--- config.mk ---
export PLATFORM = sky130hd
export DESIGN_NAME = sadc_top
export DESIGN_NICKNAME = d
export VERILOG_FILES = /design/src/verilog/sadc_top.v /design/src/verilog/sadc_fifo.v /design/src/verilog/sadc_sar.v
export VERILOG_INCLUDE_DIRS = /design/src /design/src/verilog
export SDC_FILE = /design/constraint.sdc
export NUM_CORES = 1
export LEC_CHECK = 0
export BUFFER_PORTS_ARGS = -buffer_cell sky130_fd_sc_hd__clkbuf_2
export CAP_MARGIN = 25
export CORE_ASPECT_RATIO = 0.6
export CORE_MARGIN = 8
export CORE_UTILIZATION = 62
export DETAILED_ROUTE_END_ITERATION = 12
export GPL_ROUTABILITY_DRIVEN = 0
export HOLD_SLACK_MARGIN = 0.05
export PLACE_DENSITY = 0.82
export SLEW_MARGIN = 20
export SYNTH_ARGS = -nofsm -noshare
export SYNTH_HDL_FRONTEND = slang
export SYNTH_HIERARCHICAL = 1
export SYNTH_SLANG_ARGS = --single-unit
--- constraint.sdc ---
create_clock -name clk_in -period 2.8 [get_ports clk_in]
set_clock_uncertainty 0.1 [all_clocks]
set_input_delay 0.56 -clock clk_in [delete_from_list [all_inputs] [get_ports clk_in]]
set_output_delay 0.56 -clock clk_in [all_outputs]
set_load 0.02 [all_outputs]
--- src/verilog/sadc_defs.vh ---
`ifndef SADC_DEFS_VH
`define SADC_DEFS_VH

// ****************************************
// Widths and depths
// ****************************************
`define SADC_RES_W          10
`define SADC_BUS_W          8
`define SADC_FIFO_DEPTH     16
`define SADC_FIFO_AW        4

// ****************************************
// Field positions of the result word
// ****************************************
`define SADC_MSB_HI         9
`define SADC_MSB_LO         2
`define SADC_LSB_HI         1
`define SADC_LSB_LO         0

// ****************************************
// Reset, start and padding values
// ****************************************
`define SADC_DATA_RST       8'h00
`define SADC_CODE_RST       10'h000
`define SADC_TRIAL_MSB      10'h200
`define SADC_LSB_PAD        6'h00
`define SADC_CNT_RST        8'h00

// ****************************************
// Timing in ns, and counts at the clock rate
// ****************************************
`define SADC_CLK_MHZ        100
`define SADC_T_CONV_NS      2300
`define SADC_T_PWRUP_NS     1000
`define SADC_T_BUSY_NS      30
`define SADC_CONV_CYC       ((`SADC_T_CONV_NS * `SADC_CLK_MHZ) / 1000)
`define SADC_PWRUP_CYC      ((`SADC_T_PWRUP_NS * `SADC_CLK_MHZ) / 1000)
`define SADC_BUSY_CYC       ((`SADC_T_BUSY_NS * `SADC_CLK_MHZ) / 1000)
`define SADC_STEP_CYC       (`SADC_CONV_CYC / (`SADC_RES_W + 1))

`endif

--- src/verilog/sadc_top.v ---
// Operation
// Ten-bit result read as two bus reads
// First read gives the eight upper bits
// Second read gives the two lower bits
// Power-down mode: sleep when conversion ends
// Power-down mode: wake on new start
// Fully powered within one microsecond
// High-speed mode stays powered between conversions
// Result ready within 2.3 us of start (power-down mode: 1 us wake first, about 3.3 us)
// Start falling edge raises busy within 30 ns
// Data valid after read low, released after
// Host leaves gap between the two reads
// Host waits before next start strobe
// Busy held for whole conversion, then dropped
// Drive bus only with select and read low
`include "sadc_defs.vh"

module sadc_top (
	input  wire                   clk_in,
	input  wire                   rst_n_in,
	input  wire                   conversion_start_n_in,
	input  wire                   cs_n_in,
	input  wire                   rd_n_in,
	input  wire                   power_down_mode_in,
	input  wire                   comparator_in,
	output reg  [`SADC_BUS_W-1:0] data_out,
	output reg                    data_oe_out,
	output reg                    busy_out,
	output reg                    analog_power_on_out,
	output reg                    track_hold_out,
	output wire [`SADC_RES_W-1:0] dac_code_out
);

	// ****************************************
	// States and constants
	// ****************************************
	localparam ST_IDLE = 2'b00;
	localparam ST_WAKE = 2'b01;
	localparam ST_CONV = 2'b10;
	localparam integer PWRUP_LAST_I = `SADC_PWRUP_CYC - 1;
	localparam [7:0]   PWRUP_LAST   = PWRUP_LAST_I[7:0];

	// ****************************************
	// Pin synchronisers
	// ****************************************
	reg        start_s1_ff;
	reg        start_s2_ff;
	reg        start_d_ff;
	reg        cs_s1_ff;
	reg        cs_s2_ff;
	reg        rd_s1_ff;
	reg        rd_s2_ff;
	reg        pd_s1_ff;
	reg        pd_s2_ff;
	reg        cmp_s1_ff;
	reg        cmp_s2_ff;

	always @(posedge clk_in or negedge rst_n_in) begin
		if (!rst_n_in) begin
			start_s1_ff <= 1'b1;
			start_s2_ff <= 1'b1;
			start_d_ff  <= 1'b1;
			cs_s1_ff    <= 1'b1;
			cs_s2_ff    <= 1'b1;
			rd_s1_ff    <= 1'b1;
			rd_s2_ff    <= 1'b1;
			pd_s1_ff    <= 1'b0;
			pd_s2_ff    <= 1'b0;
			cmp_s1_ff   <= 1'b0;
			cmp_s2_ff   <= 1'b0;
		end else begin
			start_s1_ff <= conversion_start_n_in;
			start_s2_ff <= start_s1_ff;
			start_d_ff  <= start_s2_ff;
			cs_s1_ff    <= cs_n_in;
			cs_s2_ff    <= cs_s1_ff;
			rd_s1_ff    <= rd_n_in;
			rd_s2_ff    <= rd_s1_ff;
			pd_s1_ff    <= power_down_mode_in;
			pd_s2_ff    <= pd_s1_ff;
			cmp_s1_ff   <= comparator_in;
			cmp_s2_ff   <= cmp_s1_ff;
		end
	end

	wire start_fall;
	wire read_sel;

	assign start_fall = start_d_ff && !start_s2_ff;
	assign read_sel   = !cs_s2_ff && !rd_s2_ff;

	// ****************************************
	// Conversion engine and result buffer
	// ****************************************
	reg                    sar_start_ff;
	wire [`SADC_RES_W-1:0] sar_result;
	wire                   sar_done;
	wire                   fifo_in_ready;
	wire                   fifo_out_valid;
	wire [`SADC_RES_W-1:0] fifo_out_data;
	wire                   fifo_pop;

	sadc_sar u_sar (
		.clk_in       (clk_in),
		.rst_n_in     (rst_n_in),
		.start_in     (sar_start_ff),
		.cmp_in       (cmp_s2_ff),
		.dac_code_out (dac_code_out),
		.result_out   (sar_result),
		.done_out     (sar_done)
	);

	// Full buffer refuses starts rather than losing results
	sadc_fifo #(
		.W     (`SADC_RES_W),
		.DEPTH (`SADC_FIFO_DEPTH),
		.AW    (`SADC_FIFO_AW)
	) u_fifo (
		.clk_in        (clk_in),
		.rst_n_in      (rst_n_in),
		.in_valid_in   (sar_done),
		.in_ready_out  (fifo_in_ready),
		.in_data_in    (sar_result),
		.out_valid_out (fifo_out_valid),
		.out_ready_in  (fifo_pop),
		.out_data_out  (fifo_out_data)
	);

	// ****************************************
	// Conversion control
	// ****************************************
	reg [1:0] state_ff;
	reg [7:0] pwr_cnt_ff;

	always @(posedge clk_in or negedge rst_n_in) begin
		if (!rst_n_in) begin
			state_ff            <= ST_IDLE;
			pwr_cnt_ff          <= `SADC_CNT_RST;
			sar_start_ff        <= 1'b0;
			busy_out            <= 1'b0;
			analog_power_on_out <= 1'b0;
			track_hold_out      <= 1'b0;
		end else begin
			sar_start_ff <= 1'b0;
			case (state_ff)
			ST_IDLE: begin
				if (!pd_s2_ff) begin
					analog_power_on_out <= 1'b1;
				end
				if (start_fall && fifo_in_ready) begin
					busy_out       <= 1'b1;
					track_hold_out <= 1'b1;
					if (analog_power_on_out && !pd_s2_ff) begin
						sar_start_ff <= 1'b1;
						state_ff     <= ST_CONV;
					end else begin
						analog_power_on_out <= 1'b1;
						pwr_cnt_ff          <= `SADC_CNT_RST;
						state_ff            <= ST_WAKE;
					end
				end
			end
			ST_WAKE: begin
				// Settle time counted from the falling edge, ahead of the rising one
				if (pwr_cnt_ff == PWRUP_LAST) begin
					sar_start_ff <= 1'b1;
					state_ff     <= ST_CONV;
				end else begin
					pwr_cnt_ff <= pwr_cnt_ff + 8'h01;
				end
			end
			ST_CONV: begin
				if (sar_done) begin
					busy_out       <= 1'b0;
					track_hold_out <= 1'b0;
					if (pd_s2_ff) begin
						analog_power_on_out <= 1'b0;
					end
					state_ff <= ST_IDLE;
				end
			end
			default: begin
				state_ff <= ST_IDLE;
			end
			endcase
		end
	end

	// ****************************************
	// Two-read parallel readout
	// ****************************************
	reg [`SADC_RES_W-1:0] word_ff;
	reg                   word_valid_ff;
	reg                   lsb_phase_ff;
	reg                   sel_d_ff;

	// Only refill between reads so a byte never changes under the host
	assign fifo_pop = !word_valid_ff && fifo_out_valid && !read_sel && !sel_d_ff;

	always @(posedge clk_in or negedge rst_n_in) begin
		if (!rst_n_in) begin
			word_ff       <= `SADC_CODE_RST;
			word_valid_ff <= 1'b0;
			lsb_phase_ff  <= 1'b0;
			sel_d_ff      <= 1'b0;
			data_out      <= `SADC_DATA_RST;
			data_oe_out   <= 1'b0;
		end else begin
			sel_d_ff    <= read_sel;
			data_oe_out <= read_sel;
			if (fifo_pop) begin
				word_ff       <= fifo_out_data;
				word_valid_ff <= 1'b1;
				lsb_phase_ff  <= 1'b0;
			end else if (sel_d_ff && !read_sel) begin
				// A read ends on the rise of select or strobe
				if (lsb_phase_ff) begin
					lsb_phase_ff  <= 1'b0;
					word_valid_ff <= 1'b0;
				end else begin
					lsb_phase_ff <= 1'b1;
				end
			end
			if (lsb_phase_ff) begin
				data_out <= {`SADC_LSB_PAD, word_ff[`SADC_LSB_HI:`SADC_LSB_LO]};
			end else begin
				data_out <= word_ff[`SADC_MSB_HI:`SADC_MSB_LO];
			end
		end
	end

endmodule // sadc_top

--- src/verilog/sadc_fifo.v ---
module sadc_fifo #(
	parameter W     = 10,
	parameter DEPTH = 16,
	parameter AW    = 4
) (
	input  wire          clk_in,
	input  wire          rst_n_in,
	input  wire          in_valid_in,
	output wire          in_ready_out,
	input  wire [W-1:0]  in_data_in,
	output wire          out_valid_out,
	input  wire          out_ready_in,
	output wire [W-1:0]  out_data_out
);

	// ****************************************
	// Storage and pointers
	// ****************************************
	reg [W-1:0] mem [0:DEPTH-1];
	reg [AW:0]  wr_ptr_ff;
	reg [AW:0]  rd_ptr_ff;
	wire        full;
	wire        empty;
	wire        push;
	wire        pop;

	// Extra pointer bit tells full from empty
	assign empty         = (wr_ptr_ff == rd_ptr_ff);
	assign full          = (wr_ptr_ff[AW-1:0] == rd_ptr_ff[AW-1:0]) &&
	                       (wr_ptr_ff[AW] != rd_ptr_ff[AW]);
	assign in_ready_out  = !full;
	assign out_valid_out = !empty;
	assign out_data_out  = mem[rd_ptr_ff[AW-1:0]];
	assign push          = in_valid_in && !full;
	assign pop           = out_ready_in && !empty;

	always @(posedge clk_in) begin
		if (push) begin
			mem[wr_ptr_ff[AW-1:0]] <= in_data_in;
		end
	end

	always @(posedge clk_in or negedge rst_n_in) begin
		if (!rst_n_in) begin
			wr_ptr_ff <= {(AW+1){1'b0}};
			rd_ptr_ff <= {(AW+1){1'b0}};
		end else begin
			if (push) begin
				wr_ptr_ff <= wr_ptr_ff + 1'b1;
			end
			if (pop) begin
				rd_ptr_ff <= rd_ptr_ff + 1'b1;
			end
		end
	end

endmodule // sadc_fifo

--- src/verilog/sadc_sar.v ---
`include "sadc_defs.vh"

module sadc_sar (
	input  wire                   clk_in,
	input  wire                   rst_n_in,
	input  wire                   start_in,
	input  wire                   cmp_in,
	output reg  [`SADC_RES_W-1:0] dac_code_out,
	output reg  [`SADC_RES_W-1:0] result_out,
	output reg                    done_out
);

	localparam ST_IDLE = 1'b0;
	localparam ST_STEP = 1'b1;
	localparam integer STEP_LAST_I = `SADC_STEP_CYC - 1;
	localparam [7:0]   STEP_LAST   = STEP_LAST_I[7:0];

	reg       state_ff;
	reg [3:0] bit_ff;
	reg [7:0] cnt_ff;

	function [`SADC_RES_W-1:0] bit_mask;
		input [3:0] b;
		begin
			bit_mask = {{(`SADC_RES_W-1){1'b0}}, 1'b1} << b;
		end
	endfunction

	// ****************************************
	// Binary search, one bit per step
	// ****************************************
	always @(posedge clk_in or negedge rst_n_in) begin
		if (!rst_n_in) begin
			state_ff     <= ST_IDLE;
			bit_ff       <= 4'h0;
			cnt_ff       <= `SADC_CNT_RST;
			dac_code_out <= `SADC_CODE_RST;
			result_out   <= `SADC_CODE_RST;
			done_out     <= 1'b0;
		end else begin
			done_out <= 1'b0;
			case (state_ff)
			ST_IDLE: begin
				if (start_in) begin
					dac_code_out <= `SADC_TRIAL_MSB;
					bit_ff       <= 4'h9;
					cnt_ff       <= `SADC_CNT_RST;
					state_ff     <= ST_STEP;
				end
			end
			ST_STEP: begin
				if (cnt_ff != STEP_LAST) begin
					cnt_ff <= cnt_ff + 8'h01;
				end else begin
					cnt_ff <= `SADC_CNT_RST;
					// Step long enough to cover comparator sync delay
					if (bit_ff == 4'h0) begin
						result_out <= cmp_in ? dac_code_out
						                     : (dac_code_out & ~bit_mask(bit_ff));
						done_out   <= 1'b1;
						state_ff   <= ST_IDLE;
					end else begin
						dac_code_out <= (cmp_in ? dac_code_out
						                        : (dac_code_out & ~bit_mask(bit_ff)))
						                | bit_mask(bit_ff - 4'h1);
						bit_ff       <= bit_ff - 4'h1;
					end
				end
			end
			default: begin
				state_ff <= ST_IDLE;
			end
			endcase
		end
	end

endmodule // sadc_sar

# Yosys cells after proc, flatten, opt, wreduce, memory -nomap -nowiden
# Memory sizes are Yosys's and may differ from the RTL's. A register that Yosys moved wholly into a read port is not among the register bits.
# Cells that the tools add are included.
word_totals:
  ff_bits: 79
  ram_bits: 160
  elab_cells: 141
  memories: 1
mem_list:
  columns: ["name", "depth", "width", "rd", "rd_ports_with_merged_regs", "wr", "line_no", "rtl"]
  rows:
  - ["u_fifo.mem", 16, 10, 1, 1, 1, "sadc_fifo.v:19", "reg [W-1:0] mem [0:DEPTH-1];"]
classes:
  add_sub_neg: 5
  n_eq_ne: 16
  n_shift: 2
  muxes: 50
  bitwise: 5
  n_reduce_logical: 34
op_table:
  columns: ["op", "count"]
  rows:
  - ["$mux W8", 6]
  - ["$mux W10", 4]
  - ["$pmux W8 S2", 2]
  - ["$mux W1", 24]
  - ["$pmux W10 S2", 1]
  - ["$shl A1 B4 Y10 const A", 2]
  - ["$add A8 B1 Y8 const B", 2]
  - ["$ne A2 B2 Y1 const B", 8]
  - ["$reduce_and A3 Y1", 5]
  - ["$mux W4", 3]
  - ["$logic_and A1 B1 Y1", 11]
  - ["$add A5 B1 Y5 const B", 2]
  - ["$and A10 B10 Y10", 1]
  - ["$logic_not A1 Y1", 10]
  - ["$not A10 Y10", 1]
  - ["$or A10 B10 Y10", 1]
  - ["$eq A8 B7 Y1 const B", 1]
  - ["$mux W2", 4]
  - ["$ne A8 B5 Y1 const B", 1]
  - ["$pmux W1 S2", 4]
  - ["$pmux W4 S2", 1]
  - ["$reduce_bool A2 Y1", 4]
  - ["$pmux W2 S3", 1]
  - ["$eq A5 B5 Y1", 1]
  - ["other kinds (11)", 12]

# Logic depth before layout (Yosys ltp)
# Gate-level depths: netlist (run 1).
logic_depth:
  depth_word: 8
  depth_mapped: 12
  mapped_depth_nobuf: 9

# Cells and area by module
# Netlist (run 1), hierarchy kept.
by_module_without_submodules:
  columns: ["module", "instances", "cells_each", "area_per_inst_um2"]
  rows:
  - ["sadc_fifo", 1, 333, 6741.5]
  - ["sadc_sar", 1, 173, 1726.7]
  - ["sadc_top", 1, 132, 1719.1]

# Least setup slack after synthesis (run 1)
# Ideal clock, no wire load.
synth_path:
  path_kind: "reg-to-reg"
  startpoint: "register u_fifo.rd_ptr_ff[0]"
  endpoint: "register u_fifo.rd_ptr_ff[1]"
  setup_time_ns: 0.125
  t_arrival_ns: 2.237
  t_required_ns: 2.575
  path_slack_ns: 0.338
  path_stages_with_launch: 11
  path_buffers: 3
  cell_sequence: "dfrtp_1 > buf_2 > xnor2_1 > nand4_2 > buf_4 > or2_2 > o21ai_0 > nor3_1 > clkbuf_1 > o21ai_1 > mux2_2"
synth_via:
  elab_chain_cells: 6
  elab_cells_between_ends: 7
synth_lines:
  columns: ["element", "line_no", "rtl"]
  rows:
  - ["start, declared", "sadc_fifo.v:21", "reg [AW:0] rd_ptr_ff;"]
  - ["start signal, assigned", "sadc_fifo.v:46", "rd_ptr_ff <= {(AW+1){1'b0}};"]
  - ["start signal, assigned", "sadc_fifo.v:52", "rd_ptr_ff <= rd_ptr_ff + 1'b1;"]
  - ["$eq A5 B5 Y1", "sadc_fifo.v:28", "assign empty = (wr_ptr_ff == rd_ptr_ff);"]
  - ["$logic_not A1 Y1", "sadc_fifo.v:32", "assign out_valid_out = !empty;"]
  - ["named net fifo_out_valid", "sadc_top.v:99", "wire fifo_out_valid;"]
  - ["$logic_and A1 B1 Y1 (3 in a row)", "sadc_top.v:198", "assign fifo_pop = !word_valid_ff && fifo_out_valid && !read_sel && !sel_d_ff;"]
  - ["named net fifo_pop", "sadc_top.v:101", "wire fifo_pop;"]
  - ["$logic_and A1 B1 Y1", "sadc_fifo.v:35", "assign pop = out_ready_in && !empty;"]
# The timed path passes the listed nets, and every way through them passes these cells.
# A chain may end at the register's enable or synchronous reset.

# Worst setup path in the final report (run 1)
layout_path:
  startpoint: "register u_fifo.rd_ptr_ff[0]"
  endpoint: "register pwr_cnt_ff[2]"
layout_via:
  elab_chain_cells: 6
layout_lines:
  columns: ["element", "line_no", "rtl"]
  rows:
  - ["$eq A4 B4 Y1", "sadc_fifo.v:29", "assign full = (wr_ptr_ff[AW-1:0] == rd_ptr_ff[AW-1:0]) &&"]
  - ["$logic_and A1 B1 Y1", "sadc_fifo.v:29", null]
  - ["$logic_not A1 Y1", "sadc_fifo.v:31", "assign in_ready_out = !full;"]
  - ["named net fifo_in_ready", "sadc_top.v:98", "wire fifo_in_ready;"]
  - ["$logic_and A1 B1 Y1", "sadc_top.v:150", "if (start_fall && fifo_in_ready) begin"]
  - ["$ne A2 B2 Y1 (no line)", null, null]
  - ["$reduce_and A4 Y1 (no line)", null, null]
  - ["end signal, assigned", "sadc_top.v:138", "pwr_cnt_ff <= `SADC_CNT_RST;"]
  - ["end signal, assigned", "sadc_top.v:158", "pwr_cnt_ff <= `SADC_CNT_RST;"]
  - ["end signal, assigned", "sadc_top.v:169", "pwr_cnt_ff <= pwr_cnt_ff + 8'h01;"]
  - ["end, declared", "sadc_top.v:133", "reg [7:0] pwr_cnt_ff;"]
# The timed path passes the listed nets, and every way through them passes these cells.

==> run metrics, run 1 <==
status=finished, final reports clean; Adder-Cell Fraction of Synth Area=1.47%; Synth top cells by count=160 x edfxtp_1, 82 x dfrtp_1, 63 x nand2_1, 40 x mux4_2, 32 x nor2_1; Die Footprint=20900 sq um; Core Box Area=16200 sq um; post-layout min period=2.56 ns; DP HPWL=14000 um; largest net degree at the start of global routing=47; Max Cap Violations=0; CP Data Arrival Time=2.88 ns; RSZ-0062 raised after global routing=false; post-CTS setup buffer count=0; ANT nets after route=0; clock-pin slew on the worst setup and hold paths=0.07 ns; Async SR Flop Fraction=35.7%; Layout Utilization=70.4%; H-tree levels=1; WL per Instance=23.5 um; via count=5839; crit path capture type=flop; diodes inserted=0; Net Count, Synth=657; Yosys top cell area share=47.2%; non-filler instance count after layout=910; Synth Area in Compound Gates=6.63%; xor/xnor cell area share of the yosys netlist=1.45%; Post-Route Setup TNS=0 ns; WL final=21400 um; max frequency=390 MHz; clock buffer depth=3; first-pass GRT wire length=33600 um; post-synthesis sequential area ratio=69.1%; WHS Path Cells=1; Crit Path Category=flop to flop; total track usage=20.9%; syn_area_per_cell=16.0 sq um; Critical Path Start Type=flop; Nets=704; Final setup viols=0; Final Hold Fails=0; Simple-Gate Fraction of Synth Area=8.51%; Initial Util=63.0%; Rows=36; CP Max Fanout=9; Relative slew margins=34.2%; dpl ws=0.299 ns; mux cell area share after synthesis=10.7%; area occupied by multi-input gates=2940 sq um; I/O Pins=29; leakage power=4.16 nW; Peak VDD IR=674 uV; initial antenna violation count=0; placed insts=864; Hold Path Class=primary input to flop; Max Transition Viols Final=0; synth top area cells=edfxtp_1 47%, dfrtp_1 20%, mux4_2 8.8%; total CTS buffers=22; CTS tree=built; dominant cell type by area after synthesis=edfxtp_1; largest family of logic cells by synthesized area=multiplexers; vias in the first global route=5899; R2R depth=9; FF+latch count, synth=249; yosys warns=6; Vias per Instance=6.42; P&R area growth vs syn=11.7%; Iter 0 DRT Violations=766; root buffer cell=clkbuf_16; Die H=115 um; ys flop type=edfxtp_1; top-count cell post-synth=edfxtp_1; worst-skew pair later-pin latency=0.50 ns; Post-synth EDFFs=160; DRC viols=0; post-cts resize count=0; CP required=3.12 ns; clk sinks=249; share of cells above drive strength 1=22.4%; Distinct cells, synth=61; fillcell total=1009; Die W=181 um; Cell Area, Synth=10200 sq um; fin crit share=91.5%; TritonRoute pass-1 iters=6; pwr/cell area=814 nW/um^2; port buffer count=28; register area=7040 sq um; Mapped Cells=638; Remaining Overflow, GRT=0; worst slew pin tran=0.983 ns; final worst setup slack=0.237 ns
## layout make-up
cell class                 instances  share of cell area [%]
clock buffer                      31                    5.50
clock inverter                     9                    1.02
inverter                          11                   0.363
multi-input combinational        350                    25.8
sequential                       249                    61.9
tap                              209                    2.30
timing repair buffer              51                    3.10
## metal layers
layer	GRT usage (%)	wire length (um)	vias up
met2	32.0	9620	305
met4	4.19	385	0
met5	0	0	-
met1	30.9	9420	2960
li1	-	-	2540
met3	4.70	1960	34
## registers in the layout, indices dropped and copies added (netlist names), 2 cells and up
| name | count |
|---|---|
| u_fifo/wr_ptr_ff | 5 |
| u_fifo/mem | 160 |
| pwr_cnt_ff | 8 |
| word_ff | 10 |
| u_sar/dac_code_out | 10 |
| u_fifo/rd_ptr_ff | 5 |
| u_sar/cnt_ff | 8 |
| data_out | 8 |
| u_sar/bit_ff | 4 |
| state_ff | 2 |
| u_sar/result_out | 10 |
## worst max-delay path, cell delays in order (launching register included)
cell     delay (ns)
dfrtp_1        0.48
xnor2_1        0.22
nand4_2        0.25
buf_4          0.25
nor2_1         0.30
inv_1          0.11
a41oi_1        0.25
a21o_1         0.21
inv_1          0.12
a31oi_1        0.19
## final timing paths
kind                       slack [ns]            end                start
min in group asynchronous        0.52   lsb_phase_ff             rst_n_in
hold / removal                   0.06      cmp_s1_ff        comparator_in
setup reg to reg                 0.24  pwr_cnt_ff[2]  u_fifo/rd_ptr_ff[0]
hold reg to reg                  0.25      cmp_s2_ff            cmp_s1_ff
setup / recovery                 0.24  pwr_cnt_ff[2]  u_fifo/rd_ptr_ff[0]
max in group asynchronous        1.44    start_s2_ff             rst_n_in
## power breakdown
part           switching, mW  total (mW)  internal [mW]
registers              0.382        4.61           4.23
clock network           1.27        3.10           1.83
logic                  0.911        1.55          0.640
## stage by stage
| stage | instance area [sq um] | power [mW] | hold slack (ns) |
|---|---|---|---|
| global placement | 10600 | 6.08 | 0.232 |
| detailed placement | 10600 | 6.18 | 0.240 |
| floorplan | 10200 | 5.72 | 0.164 |
| global route | 11400 | 9.64 | 0.0578 |
| finish | 11400 | 9.26 | 0.0629 |
| CTS | 11400 | 9.28 | 0.0536 |
## cells in the final DEF, fill, tap and decap left out, types with 6 or more instances in the layout
cell,synthesis,final
nor3_1,11,10
nor2_1,32,32
mux2_2,17,17
o21ai_0,24,24
edfxtp_1,160,160
ha_1,12,12
clkbuf_2,0,27
a21oi_1,10,10
dfrtp_1,82,81
dfstp_2,7,7
clkbuf_1,8,6
nand2_1,63,63
a22oi_1,20,20
mux4_2,40,40
a32o_1,8,8
clkbuf_16,0,23
buf_4,3,17
xnor2_1,12,12
nor2b_1,16,16
nand3_1,15,15
inv_1,11,11
## kinds of logic (layout without fill, tap and decap cells)
group | Yosys count | in the layout
DFF | 249 | 249
muxes | 57 | 57
buffers and inverters | 39 | 102
adders and majority gates | 12 | 12
AOI/OAI and AO/OA | 94 | 94
xor gates and xnor gates | 16 | 16
and+or+nand+nor | 171 | 171
## what timing repair did
action | CTS | global route
endpoints found under the setup margin | 0 | 0
hold endpoints to repair | 44 | 0
hold buffers | 5 | 0
No activity file was read; power rests on OpenSTA's default activity.
==> inputs of run 2 (changes only) <==
Settings changed: GPL_ROUTABILITY_DRIVEN 0 to unset, RECOVER_POWER set to 100.
==> run 2 against run 1 <==
Critical path depth is 4 lower. Setup slack worse by 0.036 ns. Maximum frequency is 1.4% lower. Highest routed layer unchanged. Largest power group unchanged. Critical path type unchanged. Hold slack hardly changed. Sequential share of layout area is 0.64 points higher. Critical endpoint is now u_sar/dac_code_out[3].
==> run metrics, run 2 (same netlist as run 1, synthesis figures left out) <==
post-layout min period=2.60 ns; CP endpoint=u_sar/dac_code_out[3]; CP required=3.09 ns; global routing usage on met3=4.70%; Post-Route Setup TNS=0 ns; RD Place Congestion=0.882; clk sinks=249; met1 Usage GRT=30.9%; worst-skew pair later-pin latency=0.50 ns; non-filler instance count after layout=910; root buffer cell=clkbuf_16; clock buffer depth=3; vias in the first global route=5899; WL final=21400 um; Nets=704; Relative slew margins=22.0%; pwr/cell area=815 nW/um^2; crit path capture type=flop; most frequent cells in the layout=160 x edfxtp_1, 81 x dfrtp_1, 63 x nand2_1; leakage power=4.04 nW; Die H=115 um; Peak VDD IR=671 uV; Worst path depth=5; clock-pin slew on the worst setup and hold paths=0.07 ns; DRC viols=0; initial antenna violation count=0; placed insts=864; Die W=181 um; P&R area growth vs syn=10.5%; worst r2r src=u_sar/cnt_ff[0]; Vias per Instance=6.35; Iter 0 DRT Violations=766; first-pass GRT wire length=33600 um; Rows=36; max frequency=385 MHz; RR Endpoint=u_sar/dac_code_out[3]; Max Cap Violations=0; Die Footprint=20900 sq um; most used routing layer in global routing=met2; TritonRoute pass-1 iters=8; R2R Setup Slk=0.20 ns; Core Box Area=16200 sq um; Layout Utilization=69.6%; port buffer count=28; CP Data Arrival Time=2.89 ns; CTS tree=built; max reg flops=160; Total Power=9.18 mW; fillcell total=1043; R2R depth=5; ANT nets after route=0; CP Max Fanout=8; register area=7040 sq um; Crit. Startpoint=u_sar/cnt_ff[0]; DP Area=10600 sq um; commonest non-fill, non-tap cell in the layout=edfxtp_1; Max Transition Viols Final=0; total track usage=20.9%; GR met2 Demand/Resource=32.0%; WL per Instance=23.5 um; Final Hold Fails=0; Remaining Overflow, GRT=0; Hold Path Class=primary input to flop; Crit Path Category=flop to flop; CP max-delay cell=nor3_1; worst slew pin tran=1.17 ns; I/O Pins=29; RSZ-0062 raised after global routing=false; Final setup viols=0; share of cells above drive strength 1=18.0%; via count=5776; CP delay by family, top=simple AND/OR/NAND/NOR gates; CP max stage delay=0.71 ns; diodes inserted=0; fin crit share=92.8%; area occupied by multi-input gates=2900 sq um; Critical Path Start Type=flop; status=finished, final reports clean; CP cell instances=ha_1, or4bb_1, nor3_1, nand3_1, a32o_1; largest net degree at the start of global routing=47; DP HPWL=14000 um; Final Cell Area=11300 sq um; total CTS buffers=22; Initial Util=63.0%; H-tree levels=1; Crit path buffers/inverters=0
run 2: cell types whose count changed in the layout (fill, tap and decap cells not counted), sizes merged:
cell    change
buf        -14
clkbuf     +14
run 2: cell type report:
cell class,instances,area share (%)
sequential,249,62.5
multi-input combinational,350,25.8
clock buffer,31,5.56
timing repair buffer,51,2.43
tap,209,2.32
clock inverter,9,1.03
inverter,11,0.367
run 2: worst min path at each step:
stage | start | to | cells after the start
floorplan | rst_n_in | analog_power_on_out | 0
finish | comparator_in | cmp_s1_ff | 1
global placement | pd_s1_ff | pd_s2_ff | 0
CTS | comparator_in | cmp_s1_ff | 1
detailed placement | cmp_s1_ff | cmp_s2_ff | 0
global route | comparator_in | cmp_s1_ff | 1
run 2: through the flow:
step | hold WS, ns | worst slack [ns]
floorplan | 0.164 | 0.338
CTS | 0.0536 | 0.283
global placement | 0.232 | 0.487
detailed placement | 0.240 | 0.299
finish | 0.0633 | 0.201
global route | 0.0578 | 0.0221
run 2: where the power goes:
part / internal, mW / total, mW / switching (mW) / leakage, nW
logic: 0.601 / 1.48 / 0.878 / 1.07
registers: 4.23 / 4.60 / 0.375 / 2.60
clock network: 1.83 / 3.10 / 1.27 / 0.364
total: 6.66 / 9.18 / 2.52 / 4.04
run 2: repair_timing:
| action | 4_1_cts | 5_1_grt |
|---|---|---|
| endpoints found under the hold margin | 44 | 0 |
| setup buffers | 0 | 0 |
| hold buffers | 5 | 0 |
| resized for setup | 0 | 0 |
run 2: routing by layer:
metal | share of wire, % | wire length [um] | vias to the layer above
li1 | - | - | 2539
met1 | 45 | 9590 | 2940
met2 | 45 | 9610 | 266
met3 | 8.5 | 1820 | 31
met4 | 1.8 | 382 | 0
met5 | 0 | 0 | -
==> inputs of run 3 (changes only) <==
Settings changed: CTS_CLUSTER_DIAMETER set to 30, PLACE_DENSITY 0.82 to 0.79.
==> run 3 against run 2 <==
Largest power group unchanged. Global-route usage up 0.42 points. Critical endpoint is now u_fifo/mem[11][0]. Clock power up 32%. Combinational power up 3%. Design area up 3.1%. Critical path type unchanged. Sequential power about the same. Register-to-register slack about the same. Sequential share of layout area down 1.9 points. Maximum frequency up 0.23%. Critical path depth unchanged. Via count up 2.7%. Utilization up 2.2 points.
==> run metrics, run 3 (same netlist as run 1, synthesis figures left out) <==
H-tree levels=1; Die H=115 um; Remaining Overflow, GRT=0; first-pass GRT wire length=34300 um; CTS tree=built; Vias per Instance=6.38; via count=5933; fillcell total=972; WHS Path Cells=0; Rows=36; Nets=714; leakage power=4.17 nW; CP Max Fanout=10; Max Transition Viols Final=0; WL per Instance=23.3 um; post-layout min period=2.59 ns; dpl ws=0.200 ns; crit path capture type=flop; Peak VDD IR=602 uV; final worst setup slack=0.207 ns; P&R area growth vs syn=14.0%; Max Cap Violations=0; largest net degree at the start of global routing=49; DP HPWL=13800 um; Critical Path Start Type=flop; CP cell instances=xnor2_2, nand4_1, buf_4, o21ai_0, nor2_1; Die W=181 um; clock buffer depth=3; Relative slew margins=20.8%; Post-Route Setup TNS=0 ns; clk sinks=249; Core Box Area=16200 sq um; Crit Path Category=flop to flop; initial antenna violation count=1; CP Data Arrival Time=2.66 ns; Die Footprint=20900 sq um; non-filler instance count after layout=930; worst-skew pair later-pin latency=0.56 ns; port buffer count=28; ANT nets after route=0; R2R depth=5; vias in the first global route=5868; most frequent cells in the layout=160 x edfxtp_1, 80 x dfrtp_1, 63 x nand2_1; Final setup viols=0; Iter 0 DRT Violations=844; root buffer cell=clkbuf_16; clock-pin slew on the worst setup and hold paths=0.06 ns; placed insts=862; WL final=21600 um; post-CTS setup buffer count=0; area occupied by multi-input gates=2910 sq um; share of cells above drive strength 1=20.7%; commonest non-fill, non-tap cell in the layout=edfxtp_1; status=finished, final reports clean; worst slew pin tran=1.19 ns; pwr/cell area=881 nW/um^2; RD Place Congestion=0.835; Hold Path Class=flop to flop; register area=7040 sq um; total CTS buffers=31; CP max stage delay=0.84 ns; CP max-delay cell=nor2_1; total track usage=21.4%; Initial Util=63.0%; RSZ-0062 raised after global routing=false; max reg flops=160; TritonRoute pass-1 iters=5; Final Hold Fails=0; max frequency=386 MHz; I/O Pins=29; CP required=2.87 ns; fin crit share=92.6%; DRC viols=0
run 3: critical path: cells and delay by family (launching register included):
family,cells,cell delay [ns]
XOR/XNOR,1,0.18
flip-flops,1,0.48
buffers and inverters,1,0.21
AND/OR/NAND/NOR,2,1.01
AO/OA/AOI/OAI,1,0.22
run 3: path summary, 6_finish.rpt:
path	start	to	slack (ns)
max in group asynchronous	rst_n_in	u_fifo/wr_ptr_ff[3]	0.81
max	u_fifo/wr_ptr_ff[2]	u_fifo/mem[11][0]	0.21
min in group asynchronous	rst_n_in	u_fifo/rd_ptr_ff[4]	0.69
min	pd_s1_ff	pd_s2_ff	0.26
min reg2reg	pd_s1_ff	pd_s2_ff	0.26
max reg2reg	u_fifo/wr_ptr_ff[2]	u_fifo/mem[11][0]	0.21
run 3: metrics by stage:
step	utilization (%)	total power [mW]	hold WS [ns]	area, sq um
global route	71.8	10.6	0.253	11600
finish	71.8	10.2	0.255	11600
detailed placement	65.3	6.23	0.241	10600
CTS	72.3	10.3	0.260	11700
floorplan	-	5.72	0.164	10200
global placement	65.3	6.12	0.233	10600
run 3: area by class of cell:
type                            instances  share of cell area [%]
Sequential cell                       249                    60.6
Multi-Input combinational cell        350                    25.0
Clock buffer                           32                    6.71
Clock inverter                         26                    2.64
Timing Repair Buffer                   52                    2.36
Tap cell                              209                    2.25
Inverter                               11                   0.355
Antenna cell                            1                  0.0215
run 3: routing by layer:
layer	vias up	GRT usage [%]	routed length, um
li1	2581	-	-
met1	3029	32.2	9750
met2	283	30.5	9420
met3	40	5.96	2040
met4	0	5.11	413
met5	-	0	0
run 3: what timing repair did:
action | 4_1_cts | 5_1_grt
gates resized for setup | 0 | 1
setup endpoints to repair | 0 | 1
hold endpoints to repair | 43 | 0
hold buffers | 6 | 0
run 3: report_power, final:
group / switching (mW) / internal [mW] / leakage (nW)
clock: 1.57 / 2.51 / 0.505
sequential: 0.385 / 4.23 / 2.60
combinational: 0.903 / 0.624 / 1.06
total: 2.86 / 7.37 / 4.17
